File: config.mk
export PLATFORM = sky130hd
export DESIGN_NAME = sync_slave_serial_receiver
export DESIGN_NICKNAME = d
export VERILOG_FILES = /design/src/rtl/sync_rx_pkg.sv /design/src/rtl/rx_fifo.sv /design/src/rtl/sync_slave_serial_receiver.sv
export SDC_FILE = /design/constraint.sdc
export NUM_CORES = 1
export LEC_CHECK = 0
export BUFFER_PORTS_ARGS = -buffer_cell sky130_fd_sc_hd__buf_2
export CAP_MARGIN = 20
export CORE_UTILIZATION = 55
export DETAILED_ROUTE_END_ITERATION = 8
export PLACE_DENSITY = 0.88
export SLEW_MARGIN = 20
export SYNTH_ARGS = -nofsm -noshare
export SYNTH_HDL_FRONTEND = slang
export SYNTH_SLANG_ARGS = --single-unit
File: constraint.sdc
create_clock -name clk -period 2.65 [get_ports clk]
set_clock_uncertainty 0.2 [all_clocks]
set_input_delay 0.265 -clock clk [delete_from_list [all_inputs] [get_ports clk]]
set_output_delay 0.265 -clock clk [all_outputs]
set_load 0.01 [all_outputs]
File: src/rtl/sync_rx_pkg.sv
// Constants shared by the synchronous slave receiver and its FIFO
package sync_rx_pkg;
    localparam int ADDR_W = 8;
    localparam int DATA_W = 32;
    localparam int WORD_W = 9;
    localparam int FIFO_DEPTH = 2;
    localparam int CNT_W = 4;
    localparam logic [CNT_W-1:0] LAST_BIT_8 = 4'h7;
    localparam logic [CNT_W-1:0] LAST_BIT_9 = 4'h8;
    // Byte offsets of the word-aligned registers
    localparam logic [ADDR_W-1:0] OFS_RX_STATUS = 8'h00;
    localparam logic [ADDR_W-1:0] OFS_TX_STATUS = 8'h04;
    localparam logic [ADDR_W-1:0] OFS_BAUD = 8'h08;
    localparam logic [ADDR_W-1:0] OFS_INT_CTRL = 8'h0c;
    localparam logic [ADDR_W-1:0] OFS_PIE = 8'h10;
    localparam logic [ADDR_W-1:0] OFS_PIR = 8'h14;
    localparam logic [ADDR_W-1:0] OFS_RX_DATA = 8'h18;
    localparam logic [ADDR_W-1:0] OFS_EVT_STAT = 8'h1c;
    localparam logic [ADDR_W-1:0] OFS_EVT_MASK = 8'h20;
    localparam logic [ADDR_W-1:0] OFS_POWER = 8'h24;
    // receive_status_control fields
    localparam int PORT_EN_B = 7;
    localparam int NINE_BIT_B = 6;
    localparam int CONT_RX_B = 4;
    localparam int OVR_ERR_B = 1;
    localparam int NINTH_B = 0;
    localparam logic [7:0] RX_STATUS_WMASK = 8'hf8;
    // transmit_status_control fields
    localparam int CLK_SRC_B = 7;
    localparam int SYNC_B = 4;
    localparam int TRMT_B = 1;
    // baud_control fields
    localparam int RCIDL_B = 6;
    localparam int SCKP_B = 4;
    localparam logic [7:0] BAUD_WMASK = 8'h9b;
    // interrupt_control, peripheral enable and flag fields
    localparam int GLOBAL_IE_B = 7;
    localparam int PERIPH_IE_B = 6;
    localparam int RX_IE_B = 5;
    localparam int RX_IF_B = 5;
    localparam logic [7:0] PIE_WMASK = 8'hf3;
    localparam logic [7:0] PIR_WMASK = 8'hd3;
    // Event status and mask layout
    localparam int EVT_W = 2;
    localparam int EVT_CHAR_B = 0;
    localparam int EVT_OVR_B = 1;
    localparam int SLEEP_B = 0;
    localparam logic [7:0] REG_RESET = 8'h00;
    typedef enum logic [1:0] {
        RX_OFF = 2'b00,
        RX_SHIFT = 2'b01,
        RX_HALT = 2'b10
    } rx_state_t;
endpackage

File: src/rtl/rx_fifo.sv
// Two-entry receive FIFO holding nine-bit characters
`timescale 1ns/1ps
module rx_fifo (
    // Clock and reset
    input wire logic clk,
    input wire logic rst,
    input wire logic flush,
    // Fill side
    input wire logic push_valid,
    output logic push_ready,
    input wire logic [sync_rx_pkg::WORD_W-1:0] push_data,
    // Drain side
    output logic pop_valid,
    input wire logic pop_ready,
    output logic [sync_rx_pkg::WORD_W-1:0] pop_data
);
    import sync_rx_pkg::*;

    logic [WORD_W-1:0] mem_q [FIFO_DEPTH];
    logic wr_ptr_q;
    logic rd_ptr_q;
    logic [1:0] count_q;
    logic do_push;
    logic do_pop;

    assign push_ready = (count_q != 2'(FIFO_DEPTH));
    assign pop_valid = (count_q != 2'h0);
    assign pop_data = mem_q[rd_ptr_q];
    assign do_push = push_valid & push_ready;
    assign do_pop = pop_ready & pop_valid;

    always_ff @(posedge clk) begin
        if (do_push) begin
            mem_q[wr_ptr_q] <= push_data;
        end
    end

    always_ff @(posedge clk) begin
        if (rst || flush) begin
            wr_ptr_q <= 1'b0;
            rd_ptr_q <= 1'b0;
            count_q <= 2'h0;
        end else begin
            wr_ptr_q <= wr_ptr_q ^ do_push;
            rd_ptr_q <= rd_ptr_q ^ do_pop;
            count_q <= count_q + 2'(do_push) - 2'(do_pop);
        end
    end
endmodule // rx_fifo

File: src/rtl/sync_slave_serial_receiver.sv
// Synchronous slave receive path of the enhanced serial port with Avalon-MM registers
//
// Summary of operation
// Slave mode receives continuously while port is on
// single_receive_enable is ignored in slave mode
// Sleep reception needs continuous_receive_enable set beforehand
// Completed word moves from shift reg to data
// Enabled receive interrupt wakes device from Sleep
// With global enable, wake branches to vector
// Software selects sync, port enable, external clock
// Software clears analog select on both pins; the pins here have no analog select, so the set-up clears none
// nine_bit_receive_enable selects 9-bit, else 8-bit
// receive_int_flag set on completion, interrupt if enabled
// Ninth bit in status register, low eight in data
// Clearing continuous or port enable clears overrun
// Data read returns and removes oldest character
// Data sampled on clock edge, LSB first
// Full FIFO completion sets overrun, halts reception
//
// The implementer's own choices: the Avalon-MM slave port and the address map.
`timescale 1ns/1ps
module sync_slave_serial_receiver (
    // Clock and reset
    input wire logic clk,
    input wire logic rst,
    // Avalon-MM slave
    input wire logic [sync_rx_pkg::ADDR_W-1:0] avs_address,
    input wire logic avs_read,
    input wire logic avs_write,
    input wire logic [3:0] avs_byteenable,
    input wire logic [sync_rx_pkg::DATA_W-1:0] avs_writedata,
    output logic [sync_rx_pkg::DATA_W-1:0] avs_readdata,
    output logic avs_waitrequest,
    // Serial link from the external master
    input wire logic sync_clock_pin,
    input wire logic sync_data_pin,
    // Interrupt and power status
    output logic irq,
    output logic asleep,
    output logic wake,
    output logic branch_to_vector
);
    import sync_rx_pkg::*;

    ////////////////////////////////////////////////////////////////////////////////
    // Link synchronisers
    logic lclk_s1_q, lclk_s2_q, lclk_s3_q, ldat_s1_q, ldat_s2_q;

    always_ff @(posedge clk) begin
        if (rst) begin
            lclk_s1_q <= 1'b0;
            lclk_s2_q <= 1'b0;
            lclk_s3_q <= 1'b0;
            ldat_s1_q <= 1'b0;
            ldat_s2_q <= 1'b0;
        end else begin
            lclk_s1_q <= sync_clock_pin;
            lclk_s2_q <= lclk_s1_q;
            lclk_s3_q <= lclk_s2_q;
            ldat_s1_q <= sync_data_pin;
            ldat_s2_q <= ldat_s1_q;
        end
    end

    ////////////////////////////////////////////////////////////////////////////////
    // Register state
    logic [7:0] rx_status_q, tx_status_q, baud_q, int_ctrl_q, pie_q, pir_q;
    logic [EVT_W-1:0] evt_stat_q, evt_mask_q, evt_set;
    logic sleep_q, wait_q, pop_armed_q, ovr_q;
    logic [DATA_W-1:0] rdata_q;
    logic irq_q, wake_q, vector_q;
    rx_state_t state_q, state_d;
    logic [CNT_W-1:0] bit_cnt_q;
    logic [WORD_W-1:0] shift_q;

    ////////////////////////////////////////////////////////////////////////////////
    // Bus decode: one wait state, the access completes when waitrequest is low
    logic req, done, wr8, pop;
    logic sel_rxs, sel_txs, sel_baud, sel_intc, sel_pie, sel_pir;
    logic sel_data, sel_evs, sel_evm, sel_pwr;
    logic [7:0] wb, rd_byte;
    logic fifo_valid, fifo_ready;
    logic [WORD_W-1:0] fifo_head;

    assign req = avs_read | avs_write;
    assign done = req & ~wait_q;
    assign wr8 = avs_write & done & avs_byteenable[0];
    assign wb = avs_writedata[7:0];
    assign sel_rxs = (avs_address == OFS_RX_STATUS);
    assign sel_txs = (avs_address == OFS_TX_STATUS);
    assign sel_baud = (avs_address == OFS_BAUD);
    assign sel_intc = (avs_address == OFS_INT_CTRL);
    assign sel_pie = (avs_address == OFS_PIE);
    assign sel_pir = (avs_address == OFS_PIR);
    assign sel_data = (avs_address == OFS_RX_DATA);
    assign sel_evs = (avs_address == OFS_EVT_STAT);
    assign sel_evm = (avs_address == OFS_EVT_MASK);
    assign sel_pwr = (avs_address == OFS_POWER);

    // Status views mix stored bits with live receiver state
    logic [7:0] rxs_view, txs_view, baud_view, pir_view;
    // An empty FIFO shows a zero ninth bit rather than stale or unwritten storage
    assign rxs_view = {rx_status_q[7:3], 1'b0, ovr_q, fifo_valid & fifo_head[WORD_W-1]};
    assign txs_view = tx_status_q | (8'h01 << TRMT_B);
    assign baud_view = baud_q | (8'((state_q != RX_SHIFT) || (bit_cnt_q == '0)) << RCIDL_B);
    assign pir_view = pir_q | (8'(fifo_valid) << RX_IF_B);

    assign rd_byte = sel_rxs ? rxs_view :
                     sel_txs ? txs_view :
                     sel_baud ? baud_view :
                     sel_intc ? int_ctrl_q :
                     sel_pie ? pie_q :
                     sel_pir ? pir_view :
                     sel_data ? (fifo_valid ? fifo_head[7:0] : 8'h00) :
                     sel_evs ? 8'(evt_stat_q) :
                     sel_evm ? 8'(evt_mask_q) :
                     sel_pwr ? 8'(sleep_q) : 8'h00;

    // Pop only a character that was shown in the captured read data
    assign pop = done & avs_read & pop_armed_q;

    always_ff @(posedge clk) begin
        if (rst) begin
            wait_q <= 1'b1;
            rdata_q <= '0;
            pop_armed_q <= 1'b0;
        end else begin
            wait_q <= ~(req & wait_q);
            if (req & wait_q) begin
                rdata_q <= {24'h000000, rd_byte};
                pop_armed_q <= avs_read & sel_data & fifo_valid;
            end
        end
    end

    ////////////////////////////////////////////////////////////////////////////////
    // Control registers
    logic cont_rx_clear, port_off;
    assign cont_rx_clear = wr8 & sel_rxs & ~wb[CONT_RX_B] & rx_status_q[CONT_RX_B];
    assign port_off = ~rx_status_q[PORT_EN_B];

    always_ff @(posedge clk) begin
        if (rst) begin
            rx_status_q <= REG_RESET;
            tx_status_q <= REG_RESET;
            baud_q <= REG_RESET;
            int_ctrl_q <= REG_RESET;
            pie_q <= REG_RESET;
            pir_q <= REG_RESET;
            evt_mask_q <= '0;
        end else begin
            if (wr8 && sel_rxs) rx_status_q <= wb & RX_STATUS_WMASK;
            if (wr8 && sel_txs) tx_status_q <= wb & ~(8'h01 << TRMT_B);
            if (wr8 && sel_baud) baud_q <= wb & BAUD_WMASK;
            if (wr8 && sel_intc) int_ctrl_q <= wb;
            if (wr8 && sel_pie) pie_q <= wb & PIE_WMASK;
            if (wr8 && sel_pir) pir_q <= wb & PIR_WMASK;
            if (wr8 && sel_evm) evt_mask_q <= wb[EVT_W-1:0];
        end
    end

    ////////////////////////////////////////////////////////////////////////////////
    // Receiver
    logic port_on, rx_allowed, lclk_edge, last_bit, char_done, push, overrun_set;
    logic [WORD_W-1:0] word_in;

    // The single-shot enable never enters this term: slave reception ignores it
    assign port_on = rx_status_q[PORT_EN_B] & tx_status_q[SYNC_B] & ~tx_status_q[CLK_SRC_B];
    // Awake the receiver never idles; asleep it needs the continuous enable
    assign rx_allowed = port_on & (~sleep_q | rx_status_q[CONT_RX_B]);
    // Polarity bit picks the sampling edge of the external clock
    assign lclk_edge = (lclk_s2_q ^ lclk_s3_q) & (lclk_s2_q ^ baud_q[SCKP_B]);
    assign last_bit = (bit_cnt_q == (rx_status_q[NINE_BIT_B] ? LAST_BIT_9 : LAST_BIT_8));
    assign char_done = (state_q == RX_SHIFT) & rx_allowed & lclk_edge & last_bit;
    assign push = char_done & fifo_ready;
    assign overrun_set = char_done & ~fifo_ready;
    assign word_in = rx_status_q[NINE_BIT_B] ? {ldat_s2_q, shift_q[7:0]} :
                     {1'b0, ldat_s2_q, shift_q[6:0]};

    always_comb begin
        state_d = state_q;
        case (state_q)
            RX_OFF: begin
                // An overrun outlives a mode change, so re-entry stays halted until cleared
                if (port_on) state_d = ovr_q ? RX_HALT : RX_SHIFT;
            end
            RX_SHIFT: begin
                if (!port_on) state_d = RX_OFF;
                else if (overrun_set) state_d = RX_HALT;
            end
            RX_HALT: begin
                if (!port_on) state_d = RX_OFF;
                else if (!ovr_q) state_d = RX_SHIFT;
            end
            default: state_d = RX_OFF;
        endcase
    end

    always_ff @(posedge clk) begin
        if (rst) begin
            state_q <= RX_OFF;
            bit_cnt_q <= '0;
            shift_q <= '0;
        end else begin
            state_q <= state_d;
            if (state_q != RX_SHIFT || !port_on) begin
                bit_cnt_q <= '0;
            end else if (lclk_edge && rx_allowed) begin
                shift_q[bit_cnt_q] <= ldat_s2_q;
                bit_cnt_q <= last_bit ? '0 : bit_cnt_q + 4'h1;
            end
        end
    end

    // Overrun: a new error wins over a clear in the same cycle
    always_ff @(posedge clk) begin
        if (rst) begin
            ovr_q <= 1'b0;
        end else if (overrun_set) begin
            ovr_q <= 1'b1;
        end else if (cont_rx_clear || port_off) begin
            ovr_q <= 1'b0;
        end
    end

    rx_fifo u_fifo (
        .clk(clk),
        .rst(rst),
        .flush(port_off),
        .push_valid(push),
        .push_ready(fifo_ready),
        .push_data(word_in),
        .pop_valid(fifo_valid),
        .pop_ready(pop),
        .pop_data(fifo_head)
    );

    ////////////////////////////////////////////////////////////////////////////////
    // Events, interrupt and sleep wake-up
    logic wake_cond;
    assign evt_set = {overrun_set, push};
    assign wake_cond = sleep_q & fifo_valid & pie_q[RX_IE_B];

    always_ff @(posedge clk) begin
        if (rst) begin
            evt_stat_q <= '0;
            sleep_q <= 1'b0;
            irq_q <= 1'b0;
            wake_q <= 1'b0;
            vector_q <= 1'b0;
        end else begin
            // Hardware set wins over the write-one clear
            evt_stat_q <= (evt_stat_q & ~((wr8 & sel_evs) ? wb[EVT_W-1:0] : '0)) | evt_set;
            irq_q <= |(evt_stat_q & evt_mask_q);
            if (wake_cond) begin
                sleep_q <= 1'b0;
            end else if (wr8 && sel_pwr) begin
                sleep_q <= wb[SLEEP_B];
            end
            wake_q <= wake_cond;
            vector_q <= wake_cond & int_ctrl_q[GLOBAL_IE_B] & int_ctrl_q[PERIPH_IE_B];
        end
    end

    assign avs_readdata = rdata_q;
    assign avs_waitrequest = wait_q;
    assign irq = irq_q;
    assign asleep = sleep_q;
    assign wake = wake_q;
    assign branch_to_vector = vector_q;

    ////////////////////////////////////////////////////////////////////////////////
    // Assertions
    property p_push_lands;
        @(posedge clk) disable iff (rst) push |=> fifo_valid;
    endproperty
    a_push_lands: assert property (p_push_lands) else $error("character not stored");

    property p_overrun_sets;
        @(posedge clk) disable iff (rst) overrun_set |=> ovr_q && state_q == RX_HALT;
    endproperty
    a_overrun_sets: assert property (p_overrun_sets) else $error("overrun not flagged");

    property p_halt_blocks;
        @(posedge clk) disable iff (rst) ovr_q |-> !push;
    endproperty
    a_halt_blocks: assert property (p_halt_blocks) else $error("push during overrun");

    property p_ovr_clears;
        @(posedge clk) disable iff (rst) (cont_rx_clear && !overrun_set) |=> !ovr_q;
    endproperty
    a_ovr_clears: assert property (p_ovr_clears) else $error("overrun not cleared");

    property p_wake;
        @(posedge clk) disable iff (rst)
            (sleep_q && fifo_valid && pie_q[RX_IE_B]) |=> (wake_q && !sleep_q) ##1 !wake_q;
    endproperty
    a_wake: assert property (p_wake) else $error("no wake pulse");

    property p_vector;
        @(posedge clk) disable iff (rst)
            wake_q |-> vector_q == $past(int_ctrl_q[GLOBAL_IE_B] && int_ctrl_q[PERIPH_IE_B]);
    endproperty
    a_vector: assert property (p_vector) else $error("vector branch wrong");

    // An 8-bit character carries no ninth bit, and the count restarts after each one
    property p_width;
        @(posedge clk) disable iff (rst)
            char_done |-> (rx_status_q[NINE_BIT_B] || !word_in[WORD_W-1]) ##1 (bit_cnt_q == '0);
    endproperty
    a_width: assert property (p_width) else $error("wrong character length");

    property p_bit_step;
        @(posedge clk) disable iff (rst)
            (state_q == RX_SHIFT && port_on && rx_allowed && lclk_edge && !last_bit)
            |=> bit_cnt_q == $past(bit_cnt_q) + 4'h1;
    endproperty
    a_bit_step: assert property (p_bit_step) else $error("bit count not advanced");
endmodule // sync_slave_serial_receiver

### After elaboration in Yosys (flattened, before gate mapping)

Memories as Yosys holds them, arrays and structs flattened. A register that Yosys moved wholly into a read port is not among the register bits.
Cells that the tools add are included.

| operators by class | value |
|---|---|
| add/subtract/negate cells | 3 |
| order comparisons | 2 |
| equality and inequality tests | 17 |
| mux-type cells | 30 |
| bitwise logic cells | 48 |
| reductions and logical operators | 25 |

Operators with widths:

| operator | number |
|---|---|
| $mux 8 | 8 |
| $eq 8x5->1 const B | 4 |
| $and 1x1->1 | 28 |
| $mux 2 | 9 |
| $eq 8x4->1 const B | 2 |
| $eq 8x6->1 const B | 2 |
| $logic_and 1x1->1 | 10 |
| $bwmux 9 | 1 |
| $mux 9 | 1 |
| $eq 8x3->1 const B | 1 |
| $logic_not 8->1 | 1 |
| $mux 4 | 2 |
| $not 1->1 | 8 |
| $or 8x6->8 | 1 |
| $or 8x7->8 | 1 |
| $mux 1 | 7 |
| $ne 3x3->1 const B | 2 |
| $pmux 2 s3 | 1 |
| $reduce_or 2->1 | 3 |
| $lt 4x5->1 const B | 1 |
| $add 4x1->4 const B | 1 |
| $and 2x2->2 | 2 |
| $demux 1 s4 | 1 |
| $eq 4x4->1 | 1 |
| 18 further kinds | 27 |

| storage, ports and cells | value |
|---|---|
| register bits | 79 |
| bits in writable memories | 18 |
| input bits | 50 |
| output and inout port bits | 37 |
| word-level logic and storage cells | 153 |
| memories | 1 |

Memories:

| memory | words | bits a word | rd ports | clocked after Yosys merged registers in | wr ports | RTL line | RTL |
|---|---|---|---|---|---|---|---|
| u_fifo.mem_q | 2 | 9 | 1 | 1 | 1 | rx_fifo.sv:19 | `logic [WORD_W-1:0] mem_q [FIFO_DEPTH];` |

### Longest topological paths before layout

| depth | value |
|---|---|
| depth after elaboration | 11 |
| mapped depth | 8 |
| gate-level depth less buffers | 8 |

### Modules after synthesis

Synthesis repeated with hierarchy kept, for this count alone.

| unflattened totals | value |
|---|---|
| cell total of the unflattened synthesis | 504 |
| area total of the unflattened synthesis | 4,674.5 um^2 |

Modules (own cells, without submodules):

| module | instances | cells each | area each (um^2) | sequential area each (um^2) |
|---|---|---|---|---|
| sync_slave_serial_receiver | 1 | 448 | 3,789.9 | 1,481.4 |
| rx_fifo | 1 | 56 | 884.6 | 620.6 |

### Worst setup path before layout

No wires, ideal clock.

| path | value |
|---|---|
| path type | reg2reg |
| from | reg bit_cnt_q[0] |
| to | mem u_fifo.mem_q[1][0], enable pin |
| arrival time | 1.666 ns |
| data required time | 2.113 ns |
| setup slack | 0.446 ns |
| stages on the path, launching flop included | 6 |
| path buffers | 0 |
| period minus slack after synthesis | 2.204 ns |
| cell sequence | dfxtp_1 > nand4bb_1 > o22ai_1 > nor3b_1 > and2_1 > ha_1 |

| on the way | value |
|---|---|
| longest elaborated chain between the ends | 6 |

RTL lines:

| what | RTL line | RTL |
|---|---|---|
| from (decl) | sync_slave_serial_receiver.sv:73 | `logic [CNT_W-1:0] bit_cnt_q;` |
| from (signal assigned) | sync_slave_serial_receiver.sv:210 | `bit_cnt_q <= last_bit ? '0 : bit_cnt_q + 4'h1;` |
| $eq 4x4->1 | sync_slave_serial_receiver.sv:173 | `assign last_bit = (bit_cnt_q == (rx_status_q[NINE_BIT_B] ? LAST_BIT_9 : LAST_BIT_8));` |
| $and 1x1->1 | sync_slave_serial_receiver.sv:174 | `assign char_done = (state_q == RX_SHIFT) & rx_allowed & lclk_edge & last_bit;` |
| $and 1x1->1 | sync_slave_serial_receiver.sv:175 | `assign push = char_done & fifo_ready;` |
| $and 1x1->1 | rx_fifo.sv:29 | `assign do_push = push_valid & push_ready;` |
| $mux 1 | rx_fifo.sv:33 | `if (do_push) begin` |
| $mux 1 (implied by the code) | rx_fifo.sv:34 | `mem_q[wr_ptr_q] <= push_data;` |
| to (decl) | rx_fifo.sv:19 |  |

Every way passes these cells.

### Final worst setup path

| path | value |
|---|---|
| from | reg bit_cnt_q[0] |
| to | mem u_fifo.mem_q[1][5], enable pin |

The elaborated chain is that of the path after synthesis.

==> qor.yml <==
status: "finished, final reports clean"
first_global_vias: 3629
fin_tns_setup_ns: 0
synth.area.top_cells: "dfxtp_1, edfxtp_1, mux2i_1"
nets: 591
layout-drive-gt1-share_pct: 14.87
fmax_mhz: 424.7
cp_num_buf_inv: 0
peakVddDrop_v: 0.0002563
cp_max_fo: 9
yosys_warnings: 0
antenna_left: 0
post_dp_cell_area_um2: 4788
io_buffers: 35
cts_tree: "built"
synth-edff-count: 18
overflow: 0
p_per_area_nw_per_um2: 511.5
max_stage_delay_ns: 0.49
tightest_slew_ns: 0.5656
antenna_found_initial: 0
async_flop_share_pct: 0
clk_path_buf_depth: 2
required_ns: 2.48
synthFlopType: "dfxtp_1"
crit_path_end_kind: "register"
maxCapViolations: 0
crit_type: "reg2reg"
regToRegStartpoint: "bit_cnt_q[0]"
htreeDepth: 3
synth.distinct_cells: 61
drv_slew: 0
ys_seq_elements: 96
die_height_um: 92.96
syn_inst: 488
start_util_pct: 57.99
fin_area_um2: 5037
nFillCells: 656
vias_per_cell: 5.988
synth.top_cell.area_share_pct: 34.31
pre_cts_slack_ns: 0.1830
diodes: 0
placedCellCount: 618
avgSynthCellArea_um2: 9.325
fin_crit_ns: 2.355
drc: 0
holdCritPathClass: "in2reg"
wire_per_inst_um: 18.27
final_common_cell: "dfxtp_1"
track_usage_pct: 28.69
slowest_stage: "dfxtp_1"
hold_start: "avs_writedata[4]"
final_util_pct: 64.19
startpoint_type: "register"
setup_viol: 0
drt-pass1-iter-count: 5
seqCellArea_um2: 2102
gp_congestion: 0.9895
drt_iter0_drc: 465
clkTransAtPathRegs_ns: 0.10
startpoint: "bit_cnt_q[0]"
cts_sinks: 96
netlist_area_um2: 4551
core_um2: 7848
fin_crit_sh_pct: 88.86
grt_first_pass_wirelength_um: 18580
crit_family: "simple AND/OR/NAND/NOR gates"
area_growth_pct: 10.70
yosysSeqAreaShare_pct: 46.19
synth_top_cell_by_area: "dfxtp_1"
io-pin-count: 87
critical_path.cell_chain: "nand4b_1, o22ai_1, nor3b_2, and2_1, ha_1"
layout_common_cells: "dfxtp_1, nor2_1, mux2i_1, nand2_1, buf_2"
hold_viol: 0
vias: 3832
floorplan.rows: 32
clk_latency_ns: 0.37
cts_buffers: 9
slew_headroom_pct: 62.20
post_cts_buffers: 0
multiInputGateArea_um2: 2233
cts_root_buffer: "clkbuf_8"
dp.final_hpwl_um: 8442
fp.dieW_um: 92.96
timing.final.ws_setup_ns: 0.2952
fin_cells: 640
rsz0062_at_grt: "no"
die-area_um2: 8642
grt_max_degree: 43
worstPathArrival_ns: 2.18
leakage_nw: 2.022
wirelength_um: 11690
## path summary, 6_finish.rpt
check / slack [ns] / to / depth (start not counted)
max: 0.30 / u_fifo.mem_q[1][5] / 5
min: 0.01 / pie_q[4] / 3
max reg2reg: 0.30 / u_fifo.mem_q[1][5] / 5
min reg2reg: 0.24 / ldat_s2_q / 1
## synth_stat cells, drive strengths merged (3+ instances only)
cell type	instances
a31oi	4
nor2b	9
a22oi	3
nor4	6
nor3b	5
and2	5
mux2i	44
a211oi	4
nand3	28
dfxtp	78
nand4	6
clkbuf	16
nand2b	6
a21oi	28
nor3	12
o21ai	11
ha	8
mux2	3
o22ai	6
nand2	37
edfxtp	18
nand4b	3
inv	12
and3	3
o31ai	3
nor2	64
and3b	3
buf	29
## per-layer routing
layer,track usage [%],part of all wire (%),wire length (µm)
met5,0,0,0
met4,12.31,3.0,354
met3,5.993,7.8,916
met2,45.77,47,5522
met1,37.60,42,4897
## what timing repair did
item / in CTS / in global routing
endpoints found under the hold margin: 9 / 0
gates resized for setup: 0 / 2
hold buffers: 6 / 0
endpoints found under the setup margin: 0 / 18
## flip-flops by register name, summed over array words and instances, names as in the netlist, 2 cells and up
name / cells
bit_cnt_q: 4
avs_readdata: 8
int_ctrl_q: 8
pie_q: 6
baud_q: 5
tx_status_q: 7
evt_stat_q: 2
shift_q: 8
u_fifo.count_q: 2
rx_status_q: 5
evt_mask_q: 2
state_q: 2
u_fifo.mem_q: 18
pir_q: 5
## final cells by class
| type | count | area share, % |
|---|---|---|
| clock buffers | 9 | 2.459 |
| clock inverters | 7 | 1.143 |
| inverters | 12 | 0.8942 |
| multi-input cells | 358 | 44.34 |
| flip-flops and latches | 96 | 41.73 |
| well taps | 102 | 2.534 |
| repair buffers | 56 | 6.905 |
## kinds of logic after synthesis
group / after synthesis / share of synthesized area (%)
other: 1 / 0.08241
multiplexers: 47 / 10.42
flip-flops: 96 / 46.19
AO/OA/AOI/OAI: 79 / 11.27
adder cells (fa/ha/maj): 8 / 2.200
buffers and inverters: 57 / 6.791
XOR/XNOR: 3 / 0.5775
AND/OR/NAND/NOR: 197 / 22.46
## report_power, final
group	internal [mW]	switching [mW]
Clock	0.360	0.540
Sequential	1.49	0.00764
Combinational	0.0562	0.122
## worst reg2reg max path: cells and delay by family, from the launching register on
family | cells | cell delay [ns]
AO/OA/AOI/OAI | 1 | 0.19
adder cells (fa/ha/maj) | 1 | 0.44
flip-flops | 1 | 0.49
AND/OR/NAND/NOR | 3 | 0.69
## metrics by stage
stage	total power [mW]	hold slack (ns)
2_1_floorplan	1.657	0.1516
3_5_place_dp	1.700	0.2276
3_3_place_gp	1.697	0.2191
6_report	2.577	0.01178
5_1_grt	2.664	0.02172
4_1_cts	2.590	0.001524
Power figures use the tool's default switching activity.
